File: src/post_code_consts.svh
`ifndef POST_CODE_CONSTS_SVH
`define POST_CODE_CONSTS_SVH

// ----------------------------------------------------------------
// register offsets on the shared internal bus
// ----------------------------------------------------------------
`define OFS_HOST_DATA      12'h000
`define OFS_HOST_ALIAS     12'h004
`define OFS_EC_VALUE       12'h100
`define OFS_EC_STATUS      12'h104
`define OFS_EC_CONFIG      12'h108
`define OFS_EC_SNAPSHOT    12'h10c
`define OFS_CFG_ACTIVATE   12'h330
`define OFS_CFG_LANE       12'h3f0

// host configuration port indices, translated to the offsets above
`define IDX_CFG_ACTIVATE   8'h30
`define IDX_CFG_LANE       8'hf0

// ----------------------------------------------------------------
// sizes, field positions and reset values
// ----------------------------------------------------------------
`define FIFO_DEPTH         32
`define ENTRY_WIDTH        12
`define THRES_WIDTH        6
`define CFG_SOFT_RESET_BIT 7
`define STAT_IE_BIT        8
`define STAT_IE_LANE       1
`define THRES_RESET        6'h01
`define LANE_RESET         2'h0
`define LEN_BYTE           2'h0
`define LEN_WORD           2'h1
`define LEN_DWORD          2'h2
`define LEN_CONT           2'h3

`endif

File: src/post_code_pkg.sv
package post_code_pkg;

    // one access on the shared internal bus
    typedef struct packed {
        logic        req;
        logic        wr;
        logic        ld1;
        logic [11:0] addr;
        logic [3:0]  be;
        logic [31:0] wdata;
    } bus_req_s;

    // one stored debug byte with its attributes
    typedef struct packed {
        logic [1:0] len;
        logic [1:0] lane;
        logic [7:0] value;
    } fifo_entry_s;

    // access sequencer states
    typedef enum logic [1:0] {
        ST_IDLE,
        ST_SPLIT,
        ST_GAP
    } ctl_state_e;

endpackage

File: src/post_code_fifo.sv
`timescale 1ns/10ps

module post_code_fifo #(
    parameter int WIDTH = 12,
    parameter int DEPTH = 32,
    parameter int AW    = $clog2(DEPTH),
    parameter int CW    = $clog2(DEPTH + 1)
) (
    // clock and reset
    input  wire logic             sys_clk,
    input  wire logic             rst,
    input  wire logic             flush,
    // fill side
    input  wire logic             in_valid,
    input  wire logic [WIDTH-1:0] in_data,
    output logic                  in_ready,
    // drain side
    output logic                  out_valid,
    output logic [WIDTH-1:0]      out_data,
    input  wire logic             out_ready,
    // fill level
    output logic [CW-1:0]         count,
    output logic                  full
);

    logic [WIDTH-1:0] mem [DEPTH];
    logic [AW-1:0]    wr_ptr_r;
    logic [AW-1:0]    wr_ptr_nxt;
    logic [AW-1:0]    rd_ptr_r;
    logic [AW-1:0]    rd_ptr_nxt;
    logic [CW-1:0]    count_r;
    logic [CW-1:0]    count_nxt;
    logic             push;
    logic             pop;

    // ----------------------------------------------------------------
    // handshake and status
    // ----------------------------------------------------------------
    // a full store still accepts when the drain side frees a slot
    assign full      = (count_r == CW'(DEPTH));
    assign out_valid = (count_r != '0);
    assign in_ready  = !full || out_ready;
    assign push      = in_valid && in_ready;
    assign pop       = out_valid && out_ready;
    assign out_data  = mem[rd_ptr_r];
    assign count     = count_r;

    // pointer and level next values
    always_comb begin
        wr_ptr_nxt = wr_ptr_r;
        rd_ptr_nxt = rd_ptr_r;
        count_nxt  = count_r;
        if (push) begin
            wr_ptr_nxt = (wr_ptr_r == AW'(DEPTH - 1)) ? '0 : wr_ptr_r + 1'b1;
        end
        if (pop) begin
            rd_ptr_nxt = (rd_ptr_r == AW'(DEPTH - 1)) ? '0 : rd_ptr_r + 1'b1;
        end
        if (push && !pop) begin
            count_nxt = count_r + 1'b1;
        end else if (pop && !push) begin
            count_nxt = count_r - 1'b1;
        end
        if (flush) begin
            wr_ptr_nxt = '0;
            rd_ptr_nxt = '0;
            count_nxt  = '0;
        end
    end

    // pointer and level registers
    always_ff @(posedge sys_clk or posedge rst) begin
        if (rst) begin
            wr_ptr_r <= '0;
            rd_ptr_r <= '0;
            count_r  <= '0;
        end else begin
            wr_ptr_r <= wr_ptr_nxt;
            rd_ptr_r <= rd_ptr_nxt;
            count_r  <= count_nxt;
        end
    end

    // storage array, written without reset
    always_ff @(posedge sys_clk) begin
        if (push && !flush) begin
            mem[wr_ptr_r] <= in_data;
        end
    end

endmodule

File: src/post_code_capture_port.sv
// Summary of operation
// RQ1: thirty-two byte entry first-in first-out store
// RQ2: host writes split into bytes with attributes
// RQ3: host read of data returns zero
// RQ4: only controller pops, via value register
// RQ5: full write drops oldest, sets overrun
// RQ6: overrun clears when oldest surviving byte read
// RQ7: status readable with enable and attributes
// RQ8: every byte also lands in snapshot lane
// RQ9: snapshot updates once per host instruction
// RQ10: empty read keeps pointer, not-empty reads zero
// RQ11: interrupt at threshold, gated by two enables
// RQ12: soft reset bit and chip reset clear all
// RQ13: platform power resets leave contents intact
// RQ14: enable changes never flush the store
// RQ15: one shared bus, wait states interlock accesses
// RQ16: everything runs on the single block clock
// RQ17: base enable at index 30h, offset 330h
// RQ18: disabled base drops host data writes silently
// RQ19: alias byte steered by two-bit lane field
// RQ20: firmware clears interrupt by draining or reconfiguring
// RQ21: threshold is a plain configurable count field
`timescale 1ns/10ps
`include "post_code_consts.svh"

module post_code_capture_port (
    // clock and chip-wide reset
    input  wire logic                    sys_clk,
    input  wire logic                    rst,
    // shared internal register bus
    input  wire post_code_pkg::bus_req_s bus_in,
    output logic                         bus_ready,
    output logic [31:0]                  bus_rdata,
    // controller interrupt
    output logic                         threshold_interrupt
);

    localparam int CW = $clog2(`FIFO_DEPTH + 1);

    // ----------------------------------------------------------------
    // state
    // ----------------------------------------------------------------
    post_code_pkg::ctl_state_e     state_r, state_nxt;
    logic [3:0]                    pend_mask_r, pend_mask_nxt;
    logic [31:0]                   pend_data_r, pend_data_nxt;
    logic [1:0]                    size_r, size_nxt;
    logic                          first_r, first_nxt;
    logic [31:0]                   snap_r, snap_nxt;
    logic                          overrun_r, overrun_nxt;
    logic                          irq_en_r, irq_en_nxt;
    logic [`THRES_WIDTH-1:0]       thres_r, thres_nxt;
    logic                          act0_r, act0_nxt;
    logic                          act1_r, act1_nxt;
    logic [1:0]                    lane_r, lane_nxt;
    logic                          ready_r, ready_nxt;
    logic [31:0]                   rdata_r, rdata_nxt;
    logic                          irq_r, irq_nxt;
    // fifo side
    logic                          push;
    logic                          pop;
    logic                          soft_rst;
    post_code_pkg::fifo_entry_s    push_entry;
    post_code_pkg::fifo_entry_s    head_entry;
    logic                          fifo_valid;
    logic                          fifo_full;
    logic [CW-1:0]                 fifo_count;
    logic                          drop;
    logic                          threshold_status;
    logic                          take;

    // lowest pending lane of a host write
    function automatic logic [1:0] low_lane(input logic [3:0] m);
        logic [1:0] idx;
        idx = 2'h0;
        for (int i = 3; i >= 0; i--) begin
            if (m[i]) begin
                idx = 2'(i);
            end
        end
        return idx;
    endfunction

    // length code of one host instruction from its lanes
    function automatic logic [1:0] size_code(input logic [3:0] m);
        logic [2:0] n;
        n = 3'h0;
        for (int i = 0; i < 4; i++) begin
            n = n + {2'h0, m[i]};
        end
        return (n == 3'h1) ? `LEN_BYTE : (n == 3'h2) ? `LEN_WORD : `LEN_DWORD;
    endfunction

    // ----------------------------------------------------------------
    // fifo and derived status
    // ----------------------------------------------------------------
    // RQ5 discard oldest on full
    assign drop       = push && fifo_full;
    // RQ11 count at or above threshold
    assign threshold_status = (fifo_count >= CW'(thres_r));
    assign take       = (state_r == post_code_pkg::ST_IDLE) && bus_in.req;

    // RQ1 thirty-two entry store
    post_code_fifo #(
        .WIDTH (`ENTRY_WIDTH),
        .DEPTH (`FIFO_DEPTH)
    ) u_fifo (
        .sys_clk   (sys_clk),
        .rst       (rst),
        .flush     (soft_rst),
        .in_valid  (push),
        .in_data   (push_entry),
        .in_ready  (),
        .out_valid (fifo_valid),
        .out_data  (head_entry),
        .out_ready (pop || drop),
        .count     (fifo_count),
        .full      (fifo_full)
    );

    // ----------------------------------------------------------------
    // access sequencer and registers
    // ----------------------------------------------------------------
    // next values for the whole block
    always_comb begin
        state_nxt     = state_r;
        pend_mask_nxt = pend_mask_r;
        pend_data_nxt = pend_data_r;
        size_nxt      = size_r;
        first_nxt     = first_r;
        snap_nxt      = snap_r;
        irq_en_nxt    = irq_en_r;
        thres_nxt     = thres_r;
        act0_nxt      = act0_r;
        act1_nxt      = act1_r;
        lane_nxt      = lane_r;
        rdata_nxt     = rdata_r;
        ready_nxt     = 1'b0;
        push          = 1'b0;
        pop           = 1'b0;
        soft_rst      = 1'b0;
        push_entry    = '0;
        case (state_r)
            post_code_pkg::ST_IDLE: begin
                if (bus_in.req) begin
                    // RQ15 one access at a time, held by wait states
                    ready_nxt = 1'b1;
                    state_nxt = post_code_pkg::ST_GAP;
                    rdata_nxt = 32'h0000_0000;
                    if (bus_in.wr) begin
                        case (bus_in.addr)
                            `OFS_HOST_DATA: begin
                                // RQ18 inactive base drops data silently
                                if (act0_r && (bus_in.be != 4'h0)) begin
                                    pend_mask_nxt = bus_in.be;
                                    pend_data_nxt = bus_in.wdata;
                                    size_nxt      = size_code(bus_in.be);
                                    first_nxt     = 1'b1;
                                    ready_nxt     = 1'b0;
                                    state_nxt     = post_code_pkg::ST_SPLIT;
                                    // RQ9 whole instruction into snapshot at once
                                    for (int i = 0; i < 4; i++) begin
                                        if (bus_in.be[i]) begin
                                            snap_nxt[8*i +: 8] = bus_in.wdata[8*i +: 8];
                                        end
                                    end
                                end
                            end
                            `OFS_HOST_ALIAS: begin
                                // RQ19 alias byte steered to chosen lane
                                if (act0_r && act1_r) begin
                                    pend_mask_nxt                = 4'h1 << lane_r;
                                    pend_data_nxt                = {4{bus_in.wdata[7:0]}};
                                    size_nxt                     = `LEN_BYTE;
                                    first_nxt                    = 1'b1;
                                    ready_nxt                    = 1'b0;
                                    state_nxt                    = post_code_pkg::ST_SPLIT;
                                    snap_nxt[8*lane_r +: 8]      = bus_in.wdata[7:0];
                                end
                            end
                            `OFS_EC_STATUS: begin
                                if (bus_in.be[`STAT_IE_LANE]) begin
                                    irq_en_nxt = bus_in.wdata[`STAT_IE_BIT];
                                end
                            end
                            `OFS_EC_CONFIG: begin
                                // RQ21 threshold stored as a raw count
                                thres_nxt = bus_in.wdata[`THRES_WIDTH-1:0];
                                // RQ12 soft reset request
                                soft_rst  = bus_in.wdata[`CFG_SOFT_RESET_BIT];
                            end
                            `OFS_CFG_ACTIVATE: begin
                                // RQ17 enable bits at offset 330h, RQ14 no flush here
                                if (bus_in.ld1) begin
                                    act1_nxt = bus_in.wdata[0];
                                end else begin
                                    act0_nxt = bus_in.wdata[0];
                                end
                            end
                            `OFS_CFG_LANE: begin
                                if (bus_in.ld1) begin
                                    lane_nxt = bus_in.wdata[1:0];
                                end
                            end
                            default: begin
                            end
                        endcase
                    end else begin
                        case (bus_in.addr)
                            // RQ4 controller pops through value register
                            `OFS_EC_VALUE: begin
                                // RQ7 attributes beside value, RQ10 empty read harmless
                                rdata_nxt = {16'h0000, fifo_full, threshold_status, overrun_r, fifo_valid,
                                             head_entry.len, head_entry.lane, head_entry.value};
                                pop       = fifo_valid;
                            end
                            `OFS_EC_STATUS: begin
                                // RQ7 status and enable as one word
                                rdata_nxt = {10'h000, fifo_count, 7'h00, irq_en_r,
                                             4'h0, fifo_full, threshold_status, overrun_r, fifo_valid};
                            end
                            `OFS_EC_CONFIG: begin
                                rdata_nxt = {26'h000_0000, thres_r};
                            end
                            `OFS_EC_SNAPSHOT: begin
                                // RQ8 snapshot readable at any time
                                rdata_nxt = snap_r;
                            end
                            `OFS_CFG_ACTIVATE: begin
                                rdata_nxt = {31'h0000_0000, bus_in.ld1 ? act1_r : act0_r};
                            end
                            `OFS_CFG_LANE: begin
                                rdata_nxt = {30'h0000_0000, bus_in.ld1 ? lane_r : 2'h0};
                            end
                            // RQ3 host data and all else read as zero
                            default: begin
                                rdata_nxt = 32'h0000_0000;
                            end
                        endcase
                    end
                end
            end
            post_code_pkg::ST_SPLIT: begin
                if (pend_mask_r == 4'h0) begin
                    ready_nxt = 1'b1;
                    state_nxt = post_code_pkg::ST_GAP;
                end else begin
                    // RQ2 one byte per cycle, never stalled so drop cannot loop back
                    push             = 1'b1;
                    push_entry.value = pend_data_r[8*low_lane(pend_mask_r) +: 8];
                    push_entry.lane  = low_lane(pend_mask_r);
                    push_entry.len   = first_r ? size_r : `LEN_CONT;
                    pend_mask_nxt    = pend_mask_r & ~(4'h1 << low_lane(pend_mask_r));
                    first_nxt        = 1'b0;
                end
            end
            post_code_pkg::ST_GAP: begin
                state_nxt = post_code_pkg::ST_IDLE;
            end
            default: begin
                state_nxt = post_code_pkg::ST_IDLE;
            end
        endcase
        // RQ6 overrun held until next pop, a new drop wins
        overrun_nxt = (overrun_r && !pop) || drop;
        // RQ11 interrupt gated by enable and base activate
        irq_nxt = threshold_status && irq_en_r && act0_r;
        // RQ12 local reset returns everything to defaults
        if (soft_rst) begin
            pend_mask_nxt = 4'h0;
            snap_nxt      = 32'h0000_0000;
            overrun_nxt   = 1'b0;
            irq_en_nxt    = 1'b0;
            thres_nxt     = `THRES_RESET;
            act0_nxt      = 1'b0;
            act1_nxt      = 1'b0;
            lane_nxt      = `LANE_RESET;
            irq_nxt       = 1'b0;
        end
    end

    // RQ16 all flops on sys_clk
    // RQ13 only the chip-wide reset reaches these flops
    always_ff @(posedge sys_clk or posedge rst) begin
        if (rst) begin
            state_r     <= post_code_pkg::ST_IDLE;
            pend_mask_r <= 4'h0;
            pend_data_r <= 32'h0000_0000;
            size_r      <= `LEN_BYTE;
            first_r     <= 1'b0;
            snap_r      <= 32'h0000_0000;
            overrun_r   <= 1'b0;
            irq_en_r    <= 1'b0;
            thres_r     <= `THRES_RESET;
            act0_r      <= 1'b0;
            act1_r      <= 1'b0;
            lane_r      <= `LANE_RESET;
            ready_r     <= 1'b0;
            rdata_r     <= 32'h0000_0000;
            irq_r       <= 1'b0;
        end else begin
            state_r     <= state_nxt;
            pend_mask_r <= pend_mask_nxt;
            pend_data_r <= pend_data_nxt;
            size_r      <= size_nxt;
            first_r     <= first_nxt;
            snap_r      <= snap_nxt;
            overrun_r   <= overrun_nxt;
            irq_en_r    <= irq_en_nxt;
            thres_r     <= thres_nxt;
            act0_r      <= act0_nxt;
            act1_r      <= act1_nxt;
            lane_r      <= lane_nxt;
            ready_r     <= ready_nxt;
            rdata_r     <= rdata_nxt;
            irq_r       <= irq_nxt;
        end
    end

    // outputs straight from flops
    assign bus_ready           = ready_r;
    assign bus_rdata           = rdata_r;
    assign threshold_interrupt = irq_r;
endmodule

File: config.mk
export PLATFORM = sky130hd
export DESIGN_NAME = post_code_capture_port
export DESIGN_NICKNAME = d
export VERILOG_FILES = /design/src/post_code_pkg.sv /design/src/post_code_fifo.sv /design/src/post_code_capture_port.sv
export VERILOG_INCLUDE_DIRS = /design/src
export SDC_FILE = /design/constraint.sdc
export NUM_CORES = 1
export LEC_CHECK = 0
export ABC_CLOCK_PERIOD_IN_PS = 6130
export BUFFER_PORTS_ARGS = -buffer_cell sky130_fd_sc_hd__buf_2
export CAP_MARGIN = 20
export CORE_AREA = 2 2 204 206
export DETAILED_ROUTE_END_ITERATION = 10
export DIE_AREA = 0 0 206 208
export HOLD_SLACK_MARGIN = 0.02
export PLACE_DENSITY = 0.73
export SLEW_MARGIN = 5
export SYNTH_ARGS = -nofsm -noshare
export SYNTH_HDL_FRONTEND = slang
export SYNTH_SLANG_ARGS = --single-unit
File: constraint.sdc
create_clock -name sys_clk -period 6.13 [get_ports sys_clk]
set_clock_uncertainty 0.1 [all_clocks]
set_input_delay 0.613 -clock sys_clk [delete_from_list [all_inputs] [get_ports sys_clk]]
set_output_delay 0.613 -clock sys_clk [all_outputs]
set_load 0.05 [all_outputs]
**Yosys cells after proc, flatten, opt, wreduce, memory -nomap -nowiden**

Memory sizes are Yosys's and may differ from the RTL's.
Index checks and enable logic that the tools add are counted.

- Register bits after elaboration: 135
- RAM bits: 384
- Input bits: 53
- Logic and storage cells: 241
- Memories: 1

Memory list:

| memory | depth | width | rd ports | clocked after memory_dff | wr ports | RTL line | text |
|---|---|---|---|---|---|---|---|
| u_fifo.mem | 32 | 12 | 1 | 0 | 1 | post_code_fifo.sv:26 | `logic [WIDTH-1:0] mem [DEPTH];` |

- Add/subtract/negate cells: 8
- Order comparisons: 1
- Equal/unequal tests: 35
- Shift operators: 5
- Mux-type cells: 114
- Bitwise operators: 2
- Reductions and logical operators: 54

Operators by type and width:

| operator | number |
|---|---|
| 32-bit 2-to-1 mux | 9 |
| 32-bit case mux with 6 select lines | 1 |
| 32-bit case mux with 2 select lines | 2 |
| 12-bit by 9-bit equality test with 1-bit output (second input constant) | 4 |
| 6-bit 2-to-1 mux | 8 |
| 2-bit 2-to-1 mux | 23 |
| 1-bit 2-to-1 mux | 43 |
| 7-bit AND reduction | 6 |
| 5-bit negator with 34-bit output | 1 |
| 8-bit by 34-bit variable shift with 32-bit output (first input constant) | 1 |
| 8-bit by 34-bit variable part select with 32-bit output | 1 |
| 32-bit bitwise mux | 1 |
| 8-bit 2-to-1 mux | 4 |
| 32-bit by 6-bit variable part select with 8-bit output | 1 |
| 5-bit 2-to-1 mux | 6 |
| 3-bit by 2-bit inequality test with 1-bit output (second input constant) | 9 |
| 2-bit nonzero test | 13 |
| 12-bit by 10-bit equality test with 1-bit output (second input constant) | 2 |
| 12-bit 2-to-1 mux | 2 |
| 4-bit 2-to-1 mux | 6 |
| 5-bit AND reduction | 4 |
| 4-bit case mux with 2 select lines | 2 |
| 12-bit by 3-bit equality test with 1-bit output (second input constant) | 1 |
| 12-bit zero test | 1 |
| other kinds (34) | 68 |

**Longest topological paths before layout**

- Word-level depth: 13
- Mapped depth: 10
- Depth with buffers taken out: 10

**By module**

A second synthesis with hierarchy kept.

- Cell total of the unflattened synthesis: 1,414
- Area, all modules: 22,355.2 um^2

By module, submodules not included:

| module | times used | cells an instance | area an instance (um^2) |
|---|---|---|---|
| post_code_fifo | 1 | 726 | 15,925.3 |
| post_code_capture_port | 1 | 688 | 6,429.9 |

**Worst setup path before layout**

Ideal clock, no wire load.

- Kind: input-to-reg
- Start: input bus_in[39] in the netlist's numbering
- End: register pend_data_r[1]
- Arrival: 2.451 ns
- Required time: 5.905 ns
- Setup slack: 3.454 ns
- Stages: 8
- Cells stage by stage: buf_6 nor4_1 and3_1 clkbuf_1 nand4b_1 nor2_2 buf_4 mux2_2

- Longest elaborated chain between the ends: 3
- Elaborated cells between the ends (all ways): 7
- Those cells by class: eq/ne (3); mux (1); reduce/logical (3)

RTL lines:

| what | RTL line | text |
|---|---|---|
| start, declared | post_code_capture_port.sv:31 | `input wire post_code_pkg::bus_req_s bus_in,` |
| 12-bit by 3-bit equality test with 1-bit output / 12-bit zero test (equally long branches) | post_code_capture_port.sv:150 | `case (bus_in.addr)` |
| 2-bit inequality test (no source line) / 2-bit nonzero test (equally long branches) | - |  |
| 6-bit AND reduction (no source line) | - |  |
| end signal, assigned | post_code_capture_port.sv:303 | `pend_data_r <= pend_data_nxt;` |
| end, declared | post_code_capture_port.sv:45 | `logic [31:0] pend_data_r, pend_data_nxt;` |

Several ways; a longest one is shown, not always the timed one.
A chain may end at the register's enable or synchronous reset.

**Worst setup path in the final report**

- Start: register u_fifo.rd_ptr_r[0]
- End: register rdata_r[6], in the netlist bus_rdata[6]

- Longest elaborated chain between the ends: 3

RTL lines:

| what | RTL line | text |
|---|---|---|
| start, declared | post_code_fifo.sv:29 | `logic [AW-1:0] rd_ptr_r;` |
| start signal, assigned | post_code_fifo.sv:79 | `rd_ptr_r <= rd_ptr_nxt;` |
| memory read 32 x 12 bit | - |  |
| 32-bit case mux with 6 select lines | post_code_capture_port.sv:208 | `case (bus_in.addr)` |
| 32-bit 2-to-1 mux | post_code_capture_port.sv:149 | `if (bus_in.wr) begin` |
| end signal, assigned | post_code_capture_port.sv:314 | `rdata_r <= rdata_nxt;` |
| end, declared | post_code_capture_port.sv:56 | `logic [31:0] rdata_r, rdata_nxt;` |

Every way passes these cells.

==> results.py <==
metrics = {
    "logic_synthesis": {
        "synth_fp_nets": 1498,
        "ys_seq_area_share_pct": 67.5,
        "ys_ff_latch": 519,
        "yosys_warnings": 0,
        "synthesis.area_um2": 22100,
        "avgSynthCellArea_um2": 15.6,
        "synth_edf_count": 384,
        "netlist_instances": 1416,
        "ys_types": 72,
        "ys.flop_type": "edfxtp_1",
        "synthArstFlopShare_pct": 26.0,
    },
    "critical_path": {
        "max_stage_delay_ns": 0.96,
        "cp_max_fo": 47,
        "setup.worst_path.class": "reg -> reg",
        "crit_chain": "buf_12 > mux4_2 > a22o_1 > a221oi_1 > o22ai_1 > a221o_1",
        "cp.depth": 6,
        "r2r_cells": 6,
        "regToRegSetupSlack_ns": 2.68,
        "crit_end": "bus_rdata[6]",
        "cp-end-kind": "register",
        "critPathTopFamily": "compound AO/OA/AOI/OAI gates",
        "critPathArrivalTime_ns": 3.83,
        "rr_endpoint": "bus_rdata[6]",
        "crit_required_ns": 6.50,
        "crit_start": "u_fifo.rd_ptr_r[0]",
        "timing.rr.start": "u_fifo.rd_ptr_r[0]",
        "start_kind": "register",
        "crit_slowest_cell": "dfrtp_4",
        "critPathBufInv": 1,
    },
    "route": {
        "wl_mm": 55.3,
        "drc": 0,
        "drt_first_pass_iters": 6,
        "drtIter0Drc": 1447,
        "wire_per_inst_um": 26.2,
        "antenna_left": 0,
        "vias": 13400,
        "viasPerCell": 6.35,
    },
    "place": {
        "place_hpwl_mm": 35.4,
        "place_congestion": 0.917,
        "io_buffers": 86,
    },
    "die": {
        "coreArea_um2": 40600,
        "start_util_pct": 54.5,
        "fp.dieH_um": 208,
        "ioPinCount": 87,
        "die_area_um2": 42800,
        "die_w_um": 206,
        "num_rows": 74,
    },
    "grt": {
        "grt.total_usage_pct": 26.3,
        "grt_pass1_wl_mm": 83.2,
        "antenna_found_initial": 0,
        "grt_max_degree": 79,
        "grt_pass1_vias": 13500,
        "overflow": 0,
    },
    "clocking": {
        "cts.sinks": 519,
        "htree_levels": 2,
        "cts.root.buffer_cell": "clkbuf_16",
        "post_cts_resized": 0,
        "clk_pin_slew_ns": 0.06,
        "clkLatencyLatePin_ns": 0.60,
        "cts_buffers": 51,
        "cts_setup_buffers": 0,
        "ctsHoldBuffers": 0,
        "cts_tree": "done",
        "clock_path_buffers": 3,
    },
    "power": {
        "pwr_density_cell_nw_per_um2": 279,
        "p_leak_nw": 10.0,
        "peakVddDrop_v": 0.000246,
    },
    "timing": {
        "min_period_ns": 3.45,
        "rsz0062_at_grt": "no",
        "fmax_mhz": 290,
        "hold_viol_final": 0,
        "post-route-period-util_pct": 56.3,
        "maxSlewHeadroom_pct": 30.3,
        "fin_tns_setup_ns": 0,
        "tightest_slew_ns": 1.04,
        "hold_ws_ns": 0.0275,
        "setup_viol": 0,
        "finalMaxSlewViolations": 0,
    },
    "layout": {
        "nets": 1620,
        "final_layout_size_suffix_gt1_share_pct": 24.0,
        "antennaDiodeCount": 0,
        "syn2layout_area_growth_pct": 13.4,
        "final_cell_mix": "edfxtp_1 (384), dfrtp_1 (132), nor2_1 (100)",
        "layout_commonest_cell": "edfxtp_1",
    },
    "run": {
        "max_cap_viol_count": 0,
    },
    "run_status": {
        "status": "complete, no violations",
    },
    "hold_path": {
        "hold_path.class": "in -> async",
    },
}
==> Yosys cell counts (all sizes together), types with 4 or more instances <==
cell / count / share of area, %
nand2: 82 / 1.4
and3: 10 / 0.28
a21oi: 70 / 1.6
dfrtp: 134 / 15
nor2b: 9 / 0.25
ha: 27 / 1.5
mux4: 88 / 9.0
nor4: 16 / 0.57
o22ai: 17 / 0.54
mux2i: 41 / 1.9
a221o: 6 / 0.27
buf: 36 / 0.82
a221oi: 13 / 0.52
nor3: 6 / 0.14
nand2b: 7 / 0.20
and2: 20 / 0.58
o31ai: 6 / 0.20
nand3: 35 / 0.79
a22oi: 37 / 1.3
mux2: 45 / 2.3
clkbuf: 38 / 0.65
a21o: 7 / 0.25
xor2: 4 / 0.16
o21ai: 41 / 0.93
a31oi: 4 / 0.11
inv: 22 / 0.37
nor2: 112 / 1.9
edfxtp: 384 / 52
nand4: 7 / 0.20
nand3b: 6 / 0.20
a22o: 35 / 1.4
nor4b: 4 / 0.29
==> through the flow <==
stage	cell area (um^2)	utilization, %	instances	power [W]	setup WS (ns)
after global placement	23300	57.4	2010	0.00393	2.55
after detailed placement	23300	57.4	2010	0.00393	2.44
after global routing	25100	61.8	2109	0.00717	2.37
final	25100	61.8	2109	0.00699	2.68
after CTS	24900	61.5	2102	0.00703	2.64
after floorplan	22100	-	1416	0.00387	1.81
==> sequential cells by signal, indices dropped and copies added, names as in the netlist, 2 cells and up <==
register,flops
u_fifo.mem,384
bus_rdata,32
pend_data_r,32
snap_r,32
thres_r,6
u_fifo.count,6
u_fifo.rd_ptr_r,5
u_fifo.wr_ptr_r,5
pend_mask_r,4
lane_r,2
size_r,2
state_r,2
==> layout make-up <==
type / instances / area, um^2
clock buffer: 63 / 1320
clock inverter: 29 / 332
fill: 2946 / 15500
inverter: 22 / 87.6
multi-input combinational: 801 / 6800
sequential: 519 / 14900
tap: 532 / 666
timing repair buffer: 143 / 928
==> worst min-delay path by stage <==
stage / endpoint / cells after the start / slack (ns) / start
after global placement: bus_rdata[18] / 2 / 0.36 / bus_rdata[18]
after global routing: bus_rdata[26] / 2 / 0.08 / rst
final: bus_rdata[26] / 2 / 0.03 / rst
after detailed placement: bus_rdata[18] / 2 / 0.37 / bus_rdata[18]
after CTS: snap_r[26] / 2 / 0.05 / rst
after floorplan: bus_rdata[13] / 2 / 0.36 / snap_r[13]
==> where the power goes <==
| part | leakage, nW | internal [W] | total, W | switching, W |
|---|---|---|---|---|
| clock network | 0.805 | 0.00183 | 0.00314 | 0.00131 |
| registers | 6.30 | 0.00374 | 0.00374 | 0.00000196 |
| logic | 2.92 | 0.0000366 | 0.000118 | 0.0000816 |
| total | 10.0 | 0.00560 | 0.00699 | 0.00139 |
==> per-layer routing <==
| layer | global-route usage, % | wire length [um] | part of all wire (%) |
|---|---|---|---|
| met1 | 36.8 | 22000 | 40 |
| met2 | 40.8 | 26100 | 47 |
| met3 | 4.87 | 4800 | 8.7 |
| met4 | 11.5 | 2400 | 4.3 |
| met5 | 0 | 0 | 0 |
==> kinds of logic after synthesis <==
group           count (synthesis)  synth area share [%]
compound gates                259                  8.01
xor+xnor                        6                 0.238
fa+ha+maj                      29                  1.71
buf+inv                        96                  1.84
flops                         519                  67.5
mux                           174                  13.1
simple gates                  333                  7.57
Note: power is estimated with default switching activity, not from simulation.
